<file path="src/rtl/ipier_pkg.sv">
// constants and types for the pin-mode and interrupt-enable register bank
package ipier_pkg;
	localparam logic [4:0] PIN_MODE_ADDR = 5'h11;
	localparam logic [4:0] INT_EN_ADDR = 5'h12;
	localparam logic [1:0] CMD_WRITE = 2'h1;
	localparam logic [1:0] CMD_READ_FLAGS = 2'h3;
	localparam logic [1:0] CMD_READ_STATUS = 2'h0;
	localparam logic [7:0] PIN_MODE_RESET = 8'h00;
	localparam logic [7:0] INT_EN_RESET = 8'h00;
	localparam int PIN_FIELD_W = 2;
	localparam logic [1:0] MODE_OFF = 2'h0;
	localparam logic [1:0] MODE_WAKE = 2'h1;
	localparam logic [1:0] MODE_LS = 2'h2;
	localparam logic [1:0] MODE_HS = 2'h3;
	localparam int INT_CAN_BIT = 7;
	localparam int INT_REQ_BIT = 6;
	localparam int INT_LIN_BIT = 4;
	localparam int INT_IO_BIT = 3;
	localparam int INT_SAFE_BIT = 2;
	localparam int INT_VMON_BIT = 0;
	localparam logic [4:0] FRAME_BITS = 5'h10;
	localparam logic [4:0] BYTE_BITS = 5'h08;
	localparam int CLK_PERIOD_NS = 50;
	localparam int REQ_PULSE_NS = 100000;
	localparam int REQ_CYCLES_INT = (REQ_PULSE_NS / CLK_PERIOD_NS < 1) ? 1
		: REQ_PULSE_NS / CLK_PERIOD_NS;
	localparam logic [11:0] REQ_CYCLES = 12'(REQ_CYCLES_INT);

	typedef struct packed
	{
		logic can;
		logic lin;
		logic io;
		logic safe;
		logic vmon;
	} ipier_evt_t;

	typedef struct packed
	{
		logic [3:0] highSideDriver;
		logic [3:0] lowSideDriver;
		logic [3:0] wakeEn;
	} ipier_pins_t;

	typedef struct packed
	{
		logic [1:0] sclkSync;
		logic [1:0] csnSync;
		logic [1:0] mosiSync;
		logic sclkPrev;
		logic csnPrev;
		ipier_evt_t evtMeta;
		ipier_evt_t evtSync;
		logic [4:0] bitCnt;
		logic [15:0] rxSr;
		logic [7:0] txSr;
		logic miso;
		logic [7:0] pinMode;
		logic [7:0] intEn;
		ipier_evt_t flags;
		logic [11:0] reqCnt;
		logic intN;
		ipier_pins_t pins;
	} ipier_state_t;
endpackage

</file>
<file path="src/rtl/ipier_regs.sv">
// spi-written pin-mode and interrupt-enable registers with fault flags and interrupt line
// Functional notes
// pin-mode register written by 16-bit frame, address 10001
// interrupt-enable written by 16-bit frame, address 10010
// reset clears both registers to zero
// pin 3: off, wake, high-side
// pin 2: off, wake, high-side
// pin 1: off, wake, low-side, high-side
// pin 0: off, wake, low-side, high-side
// bit 7 enables can fault interrupt
// host request gives one single pulse
// host request needs bits 6 and 2
// bit 4 enables lin fault interrupt
// bit 3 enables i/o fault interrupt
// bit 2 enables safety event interrupt
// bit 0 enables supply monitor interrupt
// flags latch until read after recovery
// line asserts for enabled set flags only; the code also asserts it for the host request pulse
// bits 5 and 1 are ignored
module ipier_regs
#(
	parameter logic [3:0] LS_CAPABLE = 4'h3
)
(
	input wire logic mclk,
	input wire logic nrst,
	input wire logic sclk,
	input wire logic csN,
	input wire logic mosi,
	output logic miso,
	input wire ipier_pkg::ipier_evt_t evtIn,
	output ipier_pkg::ipier_pins_t pins,
	output logic intN
);
	import ipier_pkg::*;

	ipier_state_t st;
	ipier_state_t nx;
	logic sclkRise;
	logic sclkFall;
	logic csnRise;
	logic frameDone;
	logic parityOk;
	logic wrPin;
	logic wrInt;
	logic clrFlags;
	logic reqFire;
	logic enabledHit;
	logic [7:0] respByte;
	logic [3:0] hsW;
	logic [3:0] lsW;
	logic [3:0] wakeW;

	assign sclkRise = st.sclkSync[1] & ~st.sclkPrev;
	assign sclkFall = ~st.sclkSync[1] & st.sclkPrev;
	assign csnRise = st.csnSync[1] & ~st.csnPrev;
	assign frameDone = csnRise && (st.bitCnt == FRAME_BITS);
	// odd parity over the whole frame
	assign parityOk = ^st.rxSr;
	assign wrPin = frameDone && parityOk && st.rxSr[15:14] == CMD_WRITE
		&& st.rxSr[13:9] == PIN_MODE_ADDR;
	assign wrInt = frameDone && parityOk && st.rxSr[15:14] == CMD_WRITE
		&& st.rxSr[13:9] == INT_EN_ADDR;
	assign clrFlags = frameDone && st.rxSr[15:14] == CMD_READ_FLAGS
		&& st.rxSr[13:9] == INT_EN_ADDR;
	assign reqFire = wrInt && st.rxSr[INT_REQ_BIT] && st.rxSr[INT_SAFE_BIT];

	// bits 5 and 1 take part in no interrupt
	assign enabledHit = (st.flags.can && st.intEn[INT_CAN_BIT])
		|| (st.flags.lin && st.intEn[INT_LIN_BIT])
		|| (st.flags.io && st.intEn[INT_IO_BIT])
		|| (st.flags.safe && st.intEn[INT_SAFE_BIT])
		|| (st.flags.vmon && st.intEn[INT_VMON_BIT]);

	// second byte answered on miso, chosen by the first byte
	always_comb
	begin
		respByte = 8'h00;
		if (st.rxSr[7:6] == CMD_READ_FLAGS)
		begin
			respByte[INT_CAN_BIT] = st.flags.can;
			respByte[INT_REQ_BIT] = st.reqCnt != 12'h000;
			respByte[INT_LIN_BIT] = st.flags.lin;
			respByte[INT_IO_BIT] = st.flags.io;
			respByte[INT_SAFE_BIT] = st.flags.safe;
			respByte[INT_VMON_BIT] = st.flags.vmon;
		end
		else if (st.rxSr[7:6] == CMD_READ_STATUS && st.rxSr[5:1] == PIN_MODE_ADDR)
		begin
			respByte = st.pinMode;
		end
		else if (st.rxSr[7:6] == CMD_READ_STATUS && st.rxSr[5:1] == INT_EN_ADDR)
		begin
			respByte = st.intEn;
		end
	end

	for (genvar i = 0; i < 4; i++)
	begin : g_pin
		wire logic [1:0] mode = st.pinMode[PIN_FIELD_W*i +: PIN_FIELD_W];
		assign wakeW[i] = mode == MODE_WAKE;
		assign lsW[i] = LS_CAPABLE[i] && mode == MODE_LS;
		assign hsW[i] = mode == MODE_HS || (!LS_CAPABLE[i] && mode == MODE_LS);
	end

	always_comb
	begin
		nx = st;
		nx.sclkSync = {st.sclkSync[0], sclk};
		nx.csnSync = {st.csnSync[0], csN};
		nx.mosiSync = {st.mosiSync[0], mosi};
		nx.sclkPrev = st.sclkSync[1];
		nx.csnPrev = st.csnSync[1];
		nx.evtMeta = evtIn;
		nx.evtSync = st.evtMeta;
		if (st.csnSync[1])
		begin
			nx.bitCnt = 5'h00;
			nx.miso = 1'b0;
		end
		else
		begin
			if (sclkRise && st.bitCnt < FRAME_BITS)
			begin
				nx.rxSr = {st.rxSr[14:0], st.mosiSync[1]};
				nx.bitCnt = st.bitCnt + 5'h01;
			end
			if (sclkFall)
			begin
				if (st.bitCnt == BYTE_BITS)
				begin
					nx.txSr = respByte;
				end
				else
				begin
					nx.txSr = {st.txSr[6:0], 1'b0};
				end
				nx.miso = nx.txSr[7];
			end
		end
		if (wrPin)
		begin
			nx.pinMode = st.rxSr[7:0];
		end
		if (wrInt)
		begin
			nx.intEn = st.rxSr[7:0];
		end
		// a live event wins over the read clear
		nx.flags = (clrFlags ? 5'h00 : st.flags) | st.evtSync;
		if (reqFire)
		begin
			nx.reqCnt = REQ_CYCLES;
		end
		else if (st.reqCnt != 12'h000)
		begin
			nx.reqCnt = st.reqCnt - 12'h001;
		end
		nx.intN = ~(enabledHit || st.reqCnt != 12'h000);
		nx.pins.highSideDriver = hsW;
		nx.pins.lowSideDriver = lsW;
		nx.pins.wakeEn = wakeW;
	end

	always_ff @(posedge mclk or negedge nrst)
	begin
		if (!nrst)
		begin
			st <= '0;
			// chip select idles high, so no false frame end after reset
			st.csnSync <= 2'h3;
			st.csnPrev <= 1'b1;
			st.pinMode <= PIN_MODE_RESET;
			st.intEn <= INT_EN_RESET;
			st.intN <= 1'b1;
		end
		else
		begin
			st <= nx;
		end
	end

	assign miso = st.miso;
	assign pins = st.pins;
	assign intN = st.intN;

	a_reset_clear: assert property (@(posedge mclk)
		$rose(nrst) |-> st.pinMode == 8'h00 && st.intEn == 8'h00)
		else $error("registers not clear after reset");
	a_pin3_high: assert property (@(posedge mclk) disable iff (!nrst)
		st.pinMode[7] && $stable(st.pinMode) |=> pins.highSideDriver[3] && !pins.wakeEn[3])
		else $error("pin 3 high-side not enabled");
	a_pin2_wake: assert property (@(posedge mclk) disable iff (!nrst)
		st.pinMode[5:4] == MODE_WAKE && $stable(st.pinMode)
		|=> pins.wakeEn[2] && !pins.highSideDriver[2])
		else $error("pin 2 wake mode wrong");
	a_pin1_low: assert property (@(posedge mclk) disable iff (!nrst)
		st.pinMode[3:2] == MODE_LS && $stable(st.pinMode)
		|=> pins.lowSideDriver[1] && !pins.highSideDriver[1])
		else $error("pin 1 low-side not enabled");
	a_pin0_off: assert property (@(posedge mclk) disable iff (!nrst)
		st.pinMode[1:0] == MODE_OFF && $stable(st.pinMode)
		|=> !pins.lowSideDriver[0] && !pins.highSideDriver[0] && !pins.wakeEn[0])
		else $error("pin 0 not off");
	a_can_raise: assert property (@(posedge mclk) disable iff (!nrst)
		st.flags.can && st.intEn[INT_CAN_BIT] |=> !intN)
		else $error("enabled can fault did not raise interrupt");
	a_mask_quiet: assert property (@(posedge mclk) disable iff (!nrst)
		!enabledHit && st.reqCnt == 12'h000 |=> intN)
		else $error("interrupt without enabled flag");
	a_req_pulse: assert property (@(posedge mclk) disable iff (!nrst)
		reqFire |=> st.reqCnt == REQ_CYCLES ##1 !intN
		##1 !intN && st.reqCnt == REQ_CYCLES - 12'h002)
		else $error("host request pulse missing");
	a_req_needs: assert property (@(posedge mclk) disable iff (!nrst)
		wrInt && !(st.rxSr[INT_REQ_BIT] && st.rxSr[INT_SAFE_BIT]) && st.reqCnt == 12'h000
		|=> st.reqCnt == 12'h000)
		else $error("host request without both bits");
	a_req_single: assert property (@(posedge mclk) disable iff (!nrst)
		st.reqCnt == 12'h001 && !reqFire |=> st.reqCnt == 12'h000)
		else $error("host request pulse not ended");
	a_flag_hold: assert property (@(posedge mclk) disable iff (!nrst)
		st.flags.lin && !clrFlags |=> st.flags.lin)
		else $error("lin flag lost without read");
	a_write_int: assert property (@(posedge mclk) disable iff (!nrst)
		wrInt |=> st.intEn == $past(st.rxSr[7:0]))
		else $error("interrupt-enable write not stored");
	a_write_pin: assert property (@(posedge mclk) disable iff (!nrst)
		wrPin |=> st.pinMode == $past(st.rxSr[7:0]))
		else $error("pin-mode write not stored");
	a_reset_outs: assert property (@(posedge mclk)
		$rose(nrst) |-> pins == 12'h000 && intN && !miso)
		else $error("outputs not idle after reset");
	a_pin3_wake: assert property (@(posedge mclk) disable iff (!nrst)
		st.pinMode[7:6] == MODE_WAKE
		|=> pins.wakeEn[3] && !pins.highSideDriver[3] && !pins.lowSideDriver[3])
		else $error("pin 3 wake mode wrong");
	a_pin3_off: assert property (@(posedge mclk) disable iff (!nrst)
		st.pinMode[7:6] == MODE_OFF
		|=> !pins.wakeEn[3] && !pins.highSideDriver[3] && !pins.lowSideDriver[3])
		else $error("pin 3 not off");
	a_pin2_high: assert property (@(posedge mclk) disable iff (!nrst)
		st.pinMode[5]
		|=> pins.highSideDriver[2] && !pins.lowSideDriver[2] && !pins.wakeEn[2])
		else $error("pin 2 high-side not enabled");
	a_pin2_off: assert property (@(posedge mclk) disable iff (!nrst)
		st.pinMode[5:4] == MODE_OFF
		|=> !pins.wakeEn[2] && !pins.highSideDriver[2] && !pins.lowSideDriver[2])
		else $error("pin 2 not off");
	a_pin1_high: assert property (@(posedge mclk) disable iff (!nrst)
		st.pinMode[3:2] == MODE_HS
		|=> pins.highSideDriver[1] && !pins.lowSideDriver[1] && !pins.wakeEn[1])
		else $error("pin 1 high-side not enabled");
	a_pin1_wake: assert property (@(posedge mclk) disable iff (!nrst)
		st.pinMode[3:2] == MODE_WAKE
		|=> pins.wakeEn[1] && !pins.highSideDriver[1] && !pins.lowSideDriver[1])
		else $error("pin 1 wake mode wrong");
	a_pin0_low: assert property (@(posedge mclk) disable iff (!nrst)
		st.pinMode[1:0] == MODE_LS
		|=> pins.lowSideDriver[0] && !pins.highSideDriver[0] && !pins.wakeEn[0])
		else $error("pin 0 low-side not enabled");
	a_pin0_high: assert property (@(posedge mclk) disable iff (!nrst)
		st.pinMode[1:0] == MODE_HS
		|=> pins.highSideDriver[0] && !pins.lowSideDriver[0] && !pins.wakeEn[0])
		else $error("pin 0 high-side not enabled");
	a_lin_raise: assert property (@(posedge mclk) disable iff (!nrst)
		st.flags.lin && st.intEn[INT_LIN_BIT] |=> !intN)
		else $error("enabled lin fault did not raise interrupt");
	a_io_raise: assert property (@(posedge mclk) disable iff (!nrst)
		st.flags.io && st.intEn[INT_IO_BIT] |=> !intN)
		else $error("enabled pin fault did not raise interrupt");
	a_safe_raise: assert property (@(posedge mclk) disable iff (!nrst)
		st.flags.safe && st.intEn[INT_SAFE_BIT] |=> !intN)
		else $error("enabled safety event did not raise interrupt");
	a_vmon_raise: assert property (@(posedge mclk) disable iff (!nrst)
		st.flags.vmon && st.intEn[INT_VMON_BIT] |=> !intN)
		else $error("enabled supply event did not raise interrupt");
	a_spare_ignored: assert property (@(posedge mclk) disable iff (!nrst)
		({st.flags.can, st.flags.lin, st.flags.io, st.flags.safe, st.flags.vmon}
		& {st.intEn[INT_CAN_BIT], st.intEn[INT_LIN_BIT], st.intEn[INT_IO_BIT],
		st.intEn[INT_SAFE_BIT], st.intEn[INT_VMON_BIT]}) == 5'h00 && st.reqCnt == 12'h000
		|=> intN)
		else $error("interrupt from an ignored enable bit");
	a_req_step: assert property (@(posedge mclk) disable iff (!nrst)
		st.reqCnt != 12'h000 && !reqFire |=> st.reqCnt == $past(st.reqCnt) - 12'h001)
		else $error("host request pulse not counting down");
	a_flag_set: assert property (@(posedge mclk) disable iff (!nrst)
		st.evtSync != 5'h00 |=> (st.flags & $past(st.evtSync)) == $past(st.evtSync))
		else $error("event did not set its flag");
	a_flag_clear: assert property (@(posedge mclk) disable iff (!nrst)
		clrFlags && st.evtSync == 5'h00 |=> st.flags == 5'h00)
		else $error("flags not cleared by read");
	a_flag_no_set: assert property (@(posedge mclk) disable iff (!nrst)
		st.evtSync == 5'h00 |=> (st.flags & ~$past(st.flags)) == 5'h00)
		else $error("flag set without event");
	a_bad_parity: assert property (@(posedge mclk) disable iff (!nrst)
		frameDone && !parityOk |=> $stable(st.pinMode) && $stable(st.intEn))
		else $error("write with bad parity stored");
	a_short_frame: assert property (@(posedge mclk) disable iff (!nrst)
		csnRise && st.bitCnt != FRAME_BITS |=> $stable(st.pinMode) && $stable(st.intEn))
		else $error("frame of wrong length stored");
	a_other_addr: assert property (@(posedge mclk) disable iff (!nrst)
		frameDone && st.rxSr[13:9] != PIN_MODE_ADDR && st.rxSr[13:9] != INT_EN_ADDR
		|=> $stable(st.pinMode) && $stable(st.intEn))
		else $error("write to other address stored");
	a_read_keeps: assert property (@(posedge mclk) disable iff (!nrst)
		frameDone && st.rxSr[15:14] != CMD_WRITE
		|=> $stable(st.pinMode) && $stable(st.intEn))
		else $error("read frame changed a register");
endmodule // ipier_regs

</file>
<file path="config.mk">
export PLATFORM = sky130hd
export DESIGN_NAME = ipier_regs
export DESIGN_NICKNAME = d
export VERILOG_FILES = /design/src/rtl/ipier_pkg.sv /design/src/rtl/ipier_regs.sv
export SDC_FILE = /design/constraint.sdc
export NUM_CORES = 1
export LEC_CHECK = 0
export BUFFER_PORTS_ARGS = -buffer_cell sky130_fd_sc_hd__buf_4
export CELL_PAD_IN_SITES_DETAIL_PLACEMENT = 1
export CELL_PAD_IN_SITES_GLOBAL_PLACEMENT = 1
export CORE_ASPECT_RATIO = 2
export CORE_UTILIZATION = 51
export CTS_BUF_LIST = sky130_fd_sc_hd__clkbuf_2
export DETAILED_ROUTE_END_ITERATION = 7
export GPL_TIMING_DRIVEN = 0
export MAX_ROUTING_LAYER = met4
export PLACE_DENSITY_LB_ADDON = 0.1
export SLEW_MARGIN = 20
export SYNTH_ARGS = -nofsm -noshare
export SYNTH_HDL_FRONTEND = slang
export SYNTH_SLANG_ARGS = --single-unit
</file>
<file path="constraint.sdc">
create_clock -name mclk -period 2.4 [get_ports mclk]
set_input_delay 0.24 -clock mclk [delete_from_list [all_inputs] [get_ports mclk]]
set_output_delay 0.24 -clock mclk [all_outputs]
set_load 0.01 [all_outputs]
</file>
# Word level (Yosys, flattened, before mapping)
# Index checks and enable logic that the tools add are counted.
[classes]
order_cmp = 1
n_eq_ne = 21
add_sub_neg = 2
n_bitwise = 9
mux = 15
n_reduce_logical = 32
[ops]
columns = ["op", "n"]
rows = [
  ["5-bit equality test (second input constant)", 5],
  ["12-bit 2-to-1 mux", 2],
  ["8-bit 2-to-1 mux", 3],
  ["21-bit 2-to-1 mux", 1],
  ["2-bit equality test (second input constant)", 10],
  ["1-bit logical AND", 17],
  ["16-bit parity", 1],
  ["12-bit nonzero test", 1],
  ["12-bit by 1-bit subtractor with 12-bit output (second input constant)", 1],
  ["2-bit by 1-bit equality test with 1-bit output (second input constant)", 5],
  ["5-bit 2-to-1 mux", 2],
  ["1-bit logical OR", 7],
  ["2-bit nonzero test", 3],
  ["5-bit by 1-bit adder with 5-bit output (second input constant)", 1],
  ["5-bit by 4-bit equality test with 1-bit output (second input constant)", 1],
  ["5-bit < comparator (second input constant)", 1],
  ["1-bit 2-to-1 mux", 5],
  ["1-bit inverter", 5],
  ["5-bit bitwise OR", 1],
  ["2-bit AND reduction", 2],
  ["1-bit AND", 3],
  ["3-bit 2-to-1 mux", 1],
  ["2-bit zero test", 1],
  ["2-bit 2-to-1 mux", 1],
]
[totals]
inputBits = 10
elab_cells = 111
reg_bits = 91
output_inout_bits = 14

# Longest topological paths before layout
[depth]
word_depth = 9
mapped_depth = 8
ltp_nobuf = 7

# Worst setup path after synthesis
# Ideal clock, no wire load.
[synth_path]
path_kind = "reg2reg"
startpoint = "register st[61] in the netlist's numbering"
endpoint = "register st[30] in the netlist's numbering"
slack_ps = 323
arrival_ps = 1952
setup_time_ps = 125
path_stages_with_launch = 8
path_cell_list = "dfrtp_1 > inv_1 > ha_1 > xnor2_1 > xnor2_1 > xnor3_2 > nand3_4 > mux2_2"
[synth_via]
elab_chain_cells = 4
[synth_rtl]
columns = ["item", "line_no", "text"]
rows = [
  ["from (decl)", "ipier_regs.sv:37", "ipier_state_t st;"],
  ["from (signal assigned)", "ipier_regs.sv:179", "st <= nx;"],
  ["16-bit parity", "ipier_regs.sv:59", "assign parityOk = ^st.rxSr;"],
  ["1-bit logical AND (2 in series)", "ipier_regs.sv:62", "assign wrInt = frameDone && parityOk && st.rxSr[15:14] == CMD_WRITE"],
  ["1-bit logical AND", "ipier_regs.sv:63", "&& st.rxSr[13:9] == INT_EN_ADDR;"],
]
# No other way between the ends.
# A chain may end at the register's enable or synchronous reset.

# Worst setup path in the final report
[layout_path]
startpoint = "register st[61] in the netlist's numbering"
endpoint = "register st (netlist bit g_pin[1].mode[1])"
[layout_via]
elab_chain_cells = 4
[layout_rtl]
columns = ["item", "line_no", "text"]
rows = [
  ["16-bit parity", "ipier_regs.sv:59", ""],
  ["1-bit logical AND (2 in series)", "ipier_regs.sv:60", "assign wrPin = frameDone && parityOk && st.rxSr[15:14] == CMD_WRITE"],
  ["1-bit logical AND", "ipier_regs.sv:61", "&& st.rxSr[13:9] == PIN_MODE_ADDR;"],
]
# No other way between the ends.

==> results.py <==
metrics = {
    "run_status": {
        "status": "completed",
    },
    "critical_path": {
        "cp.arrival_ns": 2.76,
        "worstSetupPathType": "reg -> reg",
        "crit_start": "st[61]$_DFFE_PN0P_",
        "cp-start-kind": "flip-flop",
        "regToRegStartpoint": "st[61]$_DFFE_PN0P_",
        "end_kind": "flip-flop",
        "cp_max_fo": 8,
        "required_ns": 2.86,
    },
    "routing": {
        "via_per_inst": 5.392,
        "wirelength_mm": 7.982,
        "drcViolationCount": 0,
        "wl_per_cell_um": 17.39,
        "first_pass_iters": 4,
        "ant_nets": 0,
        "vias": 2475,
        "first_iter_violations": 103,
    },
    "global_route": {
        "grt_max_degree": 92,
        "grt_pass1_vias": 2715,
        "antenna_found_initial": 0,
        "grt.overflow.total": 0,
        "grt_pass1_wl_mm": 13.03,
        "grt_usage_pct": 22.86,
    },
    "synthesis": {
        "yosys_warnings": 0,
        "synth_area_per_cell_um2": 12.39,
        "syn_inst": 318,
        "synth_area_leaders": "dfrtp_1, mux2_2, xnor2_1",
        "async_flop_share_pct": 100.0,
        "synth.ff_latch_count": 91,
        "synth_edf_count": 0,
        "synth_largest_area_cell": "dfrtp_1",
        "synth_area_um2": 3940,
        "synth.yosys.seq_area_share_pct": 57.92,
        "synth_cell_types": 46,
        "ys.flop_type": "dfrtp_1",
        "yosysMostFrequentCell": "dfrtp_1",
        "synth_common_cells": "dfrtp_1, mux2_2, nand2_1, xnor2_1, nor2_1",
        "yosysTopAreaCellShare_pct": 55.26,
    },
    "clock_network": {
        "clockRootBuffer": "clkbuf_2",
        "htreeDepth": 3,
        "clk_pin_slew_ns": 0.21,
        "cts_tree": "done",
        "cts_setup_buffers": 0,
        "cts_made_buffers": 9,
        "insertion_delay_ns": 0.56,
        "clockBufferDepth": 2,
        "cts.sink_count": 91,
    },
    "power": {
        "leakagePower_uw": 0.002075,
        "power_density_nw_per_um2": 753.3,
        "total_power_uw": 3379,
        "peakVddDrop_mv": 0.8668,
    },
    "die": {
        "chipWidth_um": 64.15,
        "fp-row-count": 45,
        "initial_utilization_pct": 52.22,
        "die-area_um2": 8102,
        "num_io_pins": 24,
        "coreArea_um2": 7545,
        "fp.dieH_um": 126.3,
    },
    "timing": {
        "drv_slew": 0,
        "fin_tns_setup_ns": 0,
        "worst_slew_pin_slew_ns": 0.8082,
        "fin_crit_ns": 2.296,
        "fin_hold_ws_ns": 0.2869,
        "setup_viol": 0,
        "rsz0062_at_grt": "no",
        "hold_viol_final": 0,
        "timing.fmax_ghz": 0.4355,
        "relSlewSlack_pct": 46.12,
        "worst_slack_ns": 0.1038,
        "fin_skew_ns": 0.02455,
        "fin_crit_sh_pct": 95.68,
    },
    "job": {
        "cap_violations": 0,
    },
    "finish": {
        "area_growth_pct": 13.85,
        "drive_above_1_share_pct": 25.75,
        "diodes": 0,
        "final_nets": 378,
    },
    "min_path": {
        "min_path_type": "in -> async",
    },
    "place": {
        "dp_slack_ns": 0.08944,
        "gp_congestion": 0.8135,
        "io_buffers": 21,
        "dp.final_hpwl_mm": 5.715,
    },
}
-- worst max-delay path, stage by stage (launching register included) --
cell,delay (ns)
dfrtp_2,0.47
inv_1,0.08
ha_1,0.30
xnor2_1,0.21
xnor2_1,0.17
xnor3_2,0.44
nand3_4,0.18
mux2_2,0.36
-- repair_timing --
action / CTS / global route
hold buffers: 9 / 0
hold endpoints to repair: 95 / 0
setup endpoints to repair: 0 / 34
gates resized for setup: 0 / 6
-- through the flow --
step / instance area [um2] / cells / util, %
floorplan: 3944 / 319 / -
detailed placement: 4219 / 434 / 55.92
global route: 4486 / 459 / 59.45
CTS: 4461 / 459 / 59.12
finish: 4486 / 459 / 59.45
global placement: 4219 / 434 / 55.92
-- flip-flops by register name (all words and copies together) (netlist names) --
| signal | cells |
|---|---|
| pins | 10 |
| st | 61 |
| nx | 10 |
| miso | 1 |
| g_pin.mode | 8 |
| intN | 1 |
-- final cells by class --
class / count / area [um2]
fillers: 796 / 3059
flip-flops and latches: 91 / 2286
multi-input cells: 195 / 1503
repair buffers: 30 / 251.5
plain buffers: 24 / 142.6
well taps: 94 / 117.6
clock inverters: 7 / 106.4
clock buffers: 9 / 45.04
inverters: 9 / 33.78
-- report_power, final --
part | leakage, uW | switching [uW] | internal, uW
clock | 0.0000884 | 490 | 437
combinational | 0.000822 | 302 | 374
sequential | 0.00116 | 139 | 1640
total | 0.00207 | 931 | 2450
-- cell families (layout without fill, tap and decap cells) --
kind of cell               after synthesis  count (layout)  synth area share [%]
AOI/OAI and AO/OA                       43              43                 7.685
xor gates and xnor gates                23              23                 5.843
adders and majority gates                8               8                 2.541
buffers and inverters                   33              79                 4.477
DFF                                     91              91                 57.92
muxes                                   29              29                 8.288
other                                    1               2               0.09518
and+or+nand+nor                         90              90                 13.15
-- cells in the final DEF, fill, tap and decap left out, drive strengths merged, types with 2 or more instances in the layout --
cell type / n
dfstp: 4
o21ai: 9
clkinv: 4
a21o: 5
nand3: 6
xor2: 6
xnor2: 15
nand2b: 7
nor4bb: 2
o21a: 5
nor2: 14
dlygate4sd3: 9
inv: 9
ha: 8
a22oi: 7
buf: 36
a221oi: 2
clkbuf: 18
nand3b: 5
nor3: 3
nor2b: 10
conb: 2
bufinv: 3
xnor3: 2
dfrtp: 87
a21oi: 3
nor4: 4
and2: 10
o211ai: 4
mux2: 29
nand4: 2
o221ai: 2
nand2: 22
-- per-layer routing --
layer,vias up,global-route usage (%),wire (um)
met5,-,-,0
li1,1158,-,-
met1,1258,20.86,2702
met2,34,42.37,4780
met4,0,12.94,346
met3,25,4.586,152
-- final timing paths --
kind	end	slack, ns	depth (start not counted)
max	g_pin[1].mode[1]$_DFFE_PN0P_	0.10	7
min	pins[8]$_DFF_PN0_	0.29	2
max reg2reg	g_pin[1].mode[1]$_DFFE_PN0P_	0.10	7
min reg2reg	st[76]$_DFF_PN0_	0.38	0
max in group asynchronous	st[61]$_DFFE_PN0P_	1.55	2
min in group mclk	nx[91]$_DFF_PN1_	0.33	2
Power figures use the tool's default switching activity.
